`src/logic/sac_pkg.sv`:
```
`default_nettype none
package sac_pkg;
   // ------------------------------------------------------------
   // Resolution and codes
   // ------------------------------------------------------------
   localparam int RES_BITS = 18;
   typedef logic [RES_BITS-1:0] sac_code_t;
   localparam sac_code_t CODE_ZERO = 18'h00000;  // Zero input
   localparam sac_code_t CODE_ONES = 18'h3ffff;  // Full scale minus 1 LSB
   localparam sac_code_t CODE_MID  = 18'h20000;  // Midscale
   localparam logic [4:0] MSB_INDEX = 5'h11;

   // ------------------------------------------------------------
   // Timing
   // ------------------------------------------------------------
   localparam int CLK_PERIOD_NS = 10;
   localparam int CONV_TIME_NS  = 1400;
   // Longest time, rounded down
   localparam int CONV_CYCLES   = CONV_TIME_NS / CLK_PERIOD_NS;
   localparam int BIT_CYCLES    = CONV_CYCLES / RES_BITS;
   localparam logic [2:0] BIT_LAST = 3'(BIT_CYCLES - 1);

   // ------------------------------------------------------------
   // Synchroniser lanes
   // ------------------------------------------------------------
   localparam int IN_CONV  = 0;
   localparam int IN_CS    = 1;
   localparam int IN_RD    = 2;
   localparam int IN_UPPER = 3;
   localparam int IN_WIDTH = 4;
   localparam int IN_CMP   = 5;
   localparam int IN_COUNT = 6;

   // ------------------------------------------------------------
   // Control states
   // ------------------------------------------------------------
   typedef enum logic [2:0] {
      ST_IDLE   = 3'h1,
      ST_SAMPLE = 3'h2,
      ST_CONV   = 3'h4
   } sac_state_t;
endpackage : sac_pkg
`default_nettype wire

```
`src/logic/sac_sar_if.sv`:
```
`timescale 1ns/100ps
`default_nettype none
interface sac_sar_if
   import sac_pkg::*;
   (input wire logic clk);
   logic      start;
   logic      abort;
   logic      cmp_high;
   logic      done;
   logic      busy;
   sac_code_t result;
   sac_code_t trial;

   modport ctrl (output start, abort, cmp_high,
                 input  done, busy, result, trial);
   modport eng  (input  start, abort, cmp_high,
                 output done, busy, result, trial);
endinterface : sac_sar_if
`default_nettype wire

```
`src/logic/sac_sar_engine.sv`:
```
`timescale 1ns/100ps
`default_nettype none
module sac_sar_engine
   import sac_pkg::*;
(
   // Clock and reset
   input wire logic clk,
   input wire logic nrst,
   // Control side
   sac_sar_if.eng   sar
);
   typedef struct packed {
      logic       busy;
      logic       done;
      logic [4:0] idx;
      logic [2:0] step;
      sac_code_t  code;
      sac_code_t  trial;
   } sac_eng_t;

   sac_eng_t s;
   sac_eng_t next_s;
   sac_code_t keep;

   // ------------------------------------------------------------
   // Bit-by-bit approximation, paced by the internal clock
   // ------------------------------------------------------------
   always_comb begin
      next_s      = s;
      next_s.done = 1'b0;
      keep        = sar.cmp_high ? s.trial : s.code;
      if (sar.abort) begin
         next_s.busy  = 1'b0;
         next_s.code  = CODE_ZERO;
         next_s.trial = CODE_ZERO;
      end else if (sar.start) begin
         next_s.busy  = 1'b1;
         next_s.idx   = MSB_INDEX;
         next_s.step  = 3'h0;
         next_s.code  = CODE_ZERO;
         next_s.trial = sac_code_t'(1) << MSB_INDEX;
      end else if (s.busy) begin
         if (s.step == BIT_LAST) begin
            next_s.step = 3'h0;
            next_s.code = keep;
            if (s.idx == 5'h00) begin
               next_s.busy  = 1'b0;
               next_s.done  = 1'b1;
               next_s.trial = keep;
            end else begin
               next_s.idx   = s.idx - 5'h01;
               next_s.trial = keep | (sac_code_t'(1) << (s.idx - 5'h01));
            end
         end else begin
            next_s.step = s.step + 3'h1;
         end
      end
   end

   // State register
   always_ff @(posedge clk or negedge nrst) begin
      if (!nrst) begin
         s <= '0;
      end else begin
         s <= next_s;
      end
   end

   assign sar.busy   = s.busy;
   assign sar.done   = s.done;
   assign sar.result = s.code;
   assign sar.trial  = s.trial;
endmodule : sac_sar_engine
`default_nettype wire

```
`src/logic/sac_conv_ctrl.sv`:
```
`timescale 1ns/100ps
`default_nettype none
module sac_conv_ctrl
   import sac_pkg::*;
(
   // Clock and reset
   input  wire logic            clk,
   input  wire logic            nrst,
   // Host control pins
   input  wire logic            conversion_start_n,
   input  wire logic            chip_select_n,
   input  wire logic            read_n,
   input  wire logic            upper_lane_select,
   input  wire logic            word_width_select,
   // Analog front end
   input  wire logic            comparator_high,
   output var  logic            sampling,
   output var  logic [RES_BITS-1:0] dac_code,
   // Host status and data pins
   output var  logic            busy,
   output var  logic [RES_BITS-1:0] result_data_pins,
   output var  logic            result_data_oe_n
);
   typedef struct packed {
      logic [IN_COUNT-1:0] s1;
      logic [IN_COUNT-1:0] s2;
      logic [IN_COUNT-1:0] prev;
      sac_state_t          state;
      logic                busy;
      logic                sampling;
      sac_code_t           dac;
      sac_code_t           latch;
      sac_code_t           data;
      logic                oe_n;
   } sac_ctrl_t;

   sac_ctrl_t s;
   sac_ctrl_t next_s;
   logic      conv_fall;
   logic      cs_fall;
   logic      cs_low;
   logic      rd_low;

   sac_sar_if sar (.clk(clk));

   // ------------------------------------------------------------
   // Approximation engine
   // ------------------------------------------------------------
   sac_sar_engine u_engine (
      .clk  (clk),
      .nrst (nrst),
      .sar  (sar.eng)
   );

   // Pin edges seen after two-stage synchronisation
   assign conv_fall = s.prev[IN_CONV] & ~s.s2[IN_CONV];
   assign cs_fall   = s.prev[IN_CS] & ~s.s2[IN_CS];
   assign cs_low    = ~s.s2[IN_CS];
   assign rd_low    = ~s.s2[IN_RD];

   // Lane mapping of the held result
   function automatic sac_code_t lane_map(input sac_code_t r,
                                          input logic up,
                                          input logic wide);
      sac_code_t m;
      m = CODE_ONES;
      unique case ({up, wide})
         2'b00: m = r;
         2'b01: m[3:2] = r[1:0];
         2'b10: m[17:10] = r[9:2];
         2'b11: m[11:10] = r[1:0];
      endcase
      return m;
   endfunction : lane_map

   // ------------------------------------------------------------
   // Sequencing of sample, hold and conversion
   // ------------------------------------------------------------
   always_comb begin
      next_s      = s;
      sar.start   = 1'b0;
      sar.abort   = 1'b0;
      sar.cmp_high = s.s2[IN_CMP];
      next_s.s1   = {comparator_high, word_width_select, upper_lane_select,
                     read_n, chip_select_n, conversion_start_n};
      next_s.s2   = s.s1;
      next_s.prev = s.s2;
      unique case (s.state)
         ST_IDLE: begin
            if (conv_fall && cs_low) begin
               next_s.state = ST_CONV;
               sar.start    = 1'b1;
            end else if (cs_fall) begin
               next_s.state = ST_SAMPLE;
            end
         end
         ST_SAMPLE: begin
            if (conv_fall && cs_low) begin
               next_s.state = ST_CONV;
               sar.start    = 1'b1;
            end
         end
         ST_CONV: begin
            if ((conv_fall && cs_low) || cs_fall) begin
               sar.abort    = 1'b1;
               next_s.latch = CODE_ZERO;
               next_s.state = ST_SAMPLE;
            end else if (sar.done) begin
               next_s.latch = sar.result;
               next_s.state = cs_low ? ST_SAMPLE : ST_IDLE;
            end
         end
         default: next_s.state = ST_IDLE;
      endcase
      next_s.busy     = (next_s.state == ST_CONV);
      next_s.sampling = (next_s.state == ST_SAMPLE);
      next_s.dac      = sar.trial;
      next_s.data     = lane_map(s.latch, s.s2[IN_UPPER],
                                 s.s2[IN_WIDTH]);
      next_s.oe_n     = ~(cs_low & rd_low);
   end

   // State register
   always_ff @(posedge clk or negedge nrst) begin
      if (!nrst) begin
         s       <= '0;
         s.s1    <= {IN_COUNT{1'b1}};
         s.s2    <= {IN_COUNT{1'b1}};
         s.prev  <= {IN_COUNT{1'b1}};
         s.state <= ST_IDLE;
         s.oe_n  <= 1'b1;
      end else begin
         s <= next_s;
      end
   end

   // Outputs straight from the state register
   assign busy             = s.busy;
   assign sampling         = s.sampling;
   assign dac_code         = s.dac;
   assign result_data_pins = s.data;
   assign result_data_oe_n = s.oe_n;

   // ------------------------------------------------------------
   // Checks
   // ------------------------------------------------------------
   localparam int CONV_LIMIT = CONV_CYCLES;
   logic [7:0] busy_cnt;

   // Length of the current busy phase
   always_ff @(posedge clk or negedge nrst) begin
      if (!nrst) begin
         busy_cnt <= 8'h00;
      end else begin
         busy_cnt <= s.busy ? busy_cnt + 8'h01 : 8'h00;
      end
   end
endmodule : sac_conv_ctrl
`default_nettype wire

```
`config.mk`:
```
export PLATFORM = sky130hd
export DESIGN_NAME = sac_conv_ctrl
export DESIGN_NICKNAME = d
export VERILOG_FILES = /design/src/logic/sac_pkg.sv /design/src/logic/sac_sar_if.sv /design/src/logic/sac_sar_engine.sv /design/src/logic/sac_conv_ctrl.sv
export SDC_FILE = /design/constraint.sdc
export NUM_CORES = 1
export LEC_CHECK = 0
export ABC_CLOCK_PERIOD_IN_PS = 4800
export BUFFER_PORTS_ARGS = -buffer_cell sky130_fd_sc_hd__buf_4
export CAP_MARGIN = 20
export CORE_MARGIN = 4
export CORE_UTILIZATION = 50
export CTS_BUF_LIST = sky130_fd_sc_hd__clkbuf_4 sky130_fd_sc_hd__clkbuf_8
export CTS_CLUSTER_DIAMETER = 100
export DETAILED_ROUTE_END_ITERATION = 7
export GPL_ROUTABILITY_DRIVEN = 0
export PLACE_DENSITY = 0.69
export SYNTH_ARGS = -nofsm -noshare
export SYNTH_HDL_FRONTEND = slang
export SYNTH_SLANG_ARGS = --single-unit
```
`constraint.sdc`:
```
create_clock -name clk -period 4.8 [get_ports clk]
set_input_delay 0.72 -clock clk [delete_from_list [all_inputs] [get_ports clk]]
set_output_delay 0.72 -clock clk [all_outputs]
set_load 0.05 [all_outputs]
```
==> reports/summary.txt <==
maximum root-to-sink buffer count -> 2
Simple-Gate Fraction of Synth Area -> 15.4%
DR vias -> 3481
worst min path class -> reg -> reg
r2r setup slk -> 2.29 ns
Synth Area in XOR/XNOR -> 0.513%
router iterations before antenna repair -> 5
antenna violations before repair -> 0
CP Launch Type -> register
H-tree Lvls -> 4
Syn Nets -> 497
max capacitance violation total -> 0
switch share -> 34.6%
largest net degree at the start of global routing -> 68
fin area -> 5660 um^2
Vias/cell -> 5.49
Power, Total -> 2.75 mW
Clk pwr share -> 32.2%
Worst EP required -> 5.11 ns
vias in the first global route -> 3296
Final Skew -> 0.00986 ns
Syn Area/Cell -> 10.6 um^2
HPWL Detailed -> 6650 um
Final nets -> 501
Final Cycle Share -> 52.3%
status -> completed
crit-path max FO -> 40
RSZ-0062 raised after global routing -> false
final hold violation count -> 0
Final Setup Violations -> 0
Ys Warns -> 0
Total Neg Setup Slack -> 0 ns
global route overflow -> 0
post-cts resize count -> 0
Cells after Synth -> 484
clock-pin slew on the worst setup and hold paths -> 0.07 ns
mux contribution to synthesized area -> 2.54%
Max IR drop VDD -> 0.239 mV
first-pass GRT wire length -> 16600 um
PwrDens -> 485 nW/um^2
Synth Area in Compound Gates -> 12.8%
setup bufs post-CTS -> 0
Die W -> 109 um
area post-placement -> 5250 um^2
WL/cell -> 15.7 um
adder-cell share of the synthesized area -> 1.22%
top_reg_cell synth -> dfrtp_1
layout cell share with drive strength beyond 1 -> 21.0%
Die H -> 109 um
total track usage -> 18.0%
Hold Buf Count CTS -> 0
I/O Buffers -> 46
Slew HR -> 41.0%
Area Growth Syn to Fin -> 10.4%
ANT cells -> 0
post-synthesis cell type count -> 50
starting density of the core -> 51.9%
TritonCTS Buffers -> 17
Async S/R FF share, synth -> 100%
CTS tree -> built
Seq pwr share -> 45.6%
DIE AREA -> 11900 um^2
kind of critical path -> reg -> reg
Worst EP arrival -> 2.82 ns
Seq cells post-synth -> 120
row count -> 36
Leak -> 2.61 nW
DR iter-0 viols -> 189
Worst R2R Start -> next_s[60]
hold_sp -> next_s[71]
post-synthesis sequential area ratio -> 59.0%
Pins Over Slew Limit -> 0
Core Region -> 9860 um^2
crit path from -> next_s[60]
Combinational Power Share -> 22.2%
Psw -> 951 uW
crit path time final -> 2.51 ns
crit end category -> register
CTS Sinks -> 120
synthesized area -> 5120 um^2
max frequency -> 398 MHz
Worst-Skew Late Latency -> 0.42 ns
root buffer cell -> clkbuf_8
DRC errors left -> 0
Top Ports -> 47
final wirelength -> 9950 um
number of synthesized flops with an enable pin -> 0
Final ANT Viol Nets -> 0
P_int -> 1.80 mW
Worst-Margin Slew -> 0.876 ns
largest family of logic cells by synthesized area -> simple AND/OR/NAND/NOR gates
-- power by group through the flow --
stage	Combinational, mW	Clock [mW]	Sequential [mW]
floorplan	0.518	0	1.21
global placement	0.595	0	1.26
detailed placement	0.606	0	1.27
CTS	0.609	0.903	1.25
global route	0.663	0.955	1.27
finish	0.609	0.885	1.25
-- per-layer routing --
metal / global-route usage (%) / vias up / wire length, um
met5: 0 / - / 0
met4: 4.72 / 0 / 144
met3: 5.27 / 16 / 588
met2: 28.9 / 97 / 4930
met1: 24.2 / 1725 / 4290
li1: - / 1643 / -
-- sequential cells by signal (all words and copies together), names as in the netlist --
register / count
next_s: 12
u_engine.sar.done: 1
result_data_oe_n: 1
s: 23
busy: 1
sampling: 1
u_engine.sar.busy: 1
result_data_pins: 18
u_engine.sar.trial: 18
u_engine.sar.result: 18
dac_code: 18
u_engine.s: 8
-- area by class of cell --
cell class                      instances  area (um^2)
Fill cell                             853         4210
Sequential cell                       120         3020
Multi-Input combinational cell        291         1670
Timing Repair Buffer                   49          375
Clock buffer                           18          241
Tap cell                              133          166
Clock inverter                         14          150
Inverter                                9         33.8
-- critical path, stage by stage (launching register included) --
cell and delay [ns]:
dfstp_2 0.54, nand2b_1 0.23, or4_1 0.35, nand2_4 0.32, or3_1 0.61, o32ai_1 0.33
-- cells in the mapped netlist (all sizes together) (5+ instances only) --
cell type | instances | share of area [%]
dfstp | 16 | 8.2
clkbuf | 15 | 1.1
o21ai | 33 | 3.2
o31ai | 7 | 1.1
a211o | 6 | 1.0
nand2 | 89 | 6.7
nand2b | 6 | 0.73
buf | 49 | 6.8
ha | 5 | 1.2
inv | 9 | 0.66
or3 | 11 | 1.3
o32ai | 8 | 1.4
nand3 | 5 | 0.49
a21oi | 30 | 2.9
dfrtp | 104 | 51
mux2i | 13 | 2.5
nor3 | 7 | 0.68
nor2 | 17 | 1.2
nor2b | 8 | 0.98
-- through the flow --
stage	utilization, %	setup slack (ns)	cells	hold slack (ns)
2_1_floorplan	-	2.90	484	0.345
3_3_place_gp	53.2	2.46	601	0.345
3_5_place_dp	53.2	2.35	601	0.347
4_1_cts	57.2	2.31	633	0.357
5_1_grt	57.4	2.14	634	0.358
6_report	57.4	2.29	634	0.356
-- cell families (layout without fill, tap and decap cells) --
group / count (synthesis) / in the layout
muxes: 13 / 13
DFF: 120 / 120
and+or+nand+nor: 166 / 166
buffers and inverters: 73 / 90
xor gates and xnor gates: 3 / 3
adders and majority gates: 5 / 5
AOI/OAI and AO/OA: 104 / 104
-- cells in the final DEF, fill, tap and decap left out, drive strengths merged, types with 3 or more instances in the layout --
master    synthesis  routed
nand2            89      89
clkinv            0       6
and3              4       4
o32ai             8       8
dfrtp           104     104
nor2             17      17
nand2b            6       6
o21ai            33      33
clkinvlp          0       3
dfstp            16      16
ha                5       5
nand3             5       5
a211o             6       6
buf              49      49
o311a             3       3
a21oi            30      30
nor2b             8       8
inv               9      12
or3              11      11
or2               3       3
mux2i            13      13
nor3              7       7
a31oi             4       4
clkbuf           15      18
o31ai             7       7
nor4              4       4
nor4b             3       3
-- worst paths after layout --
| path | cells past startpoint | to |
|---|---|---|
| max | 5 | u_engine.sar.trial[7] |
| min | 0 | next_s[65] |
| max reg2reg | 5 | u_engine.sar.trial[7] |
| min reg2reg | 0 | next_s[65] |
| max in group asynchronous | 2 | u_engine.sar.trial[14] |
| min in group asynchronous | 1 | dac_code[2] |
Power figures use the tool's default switching activity.
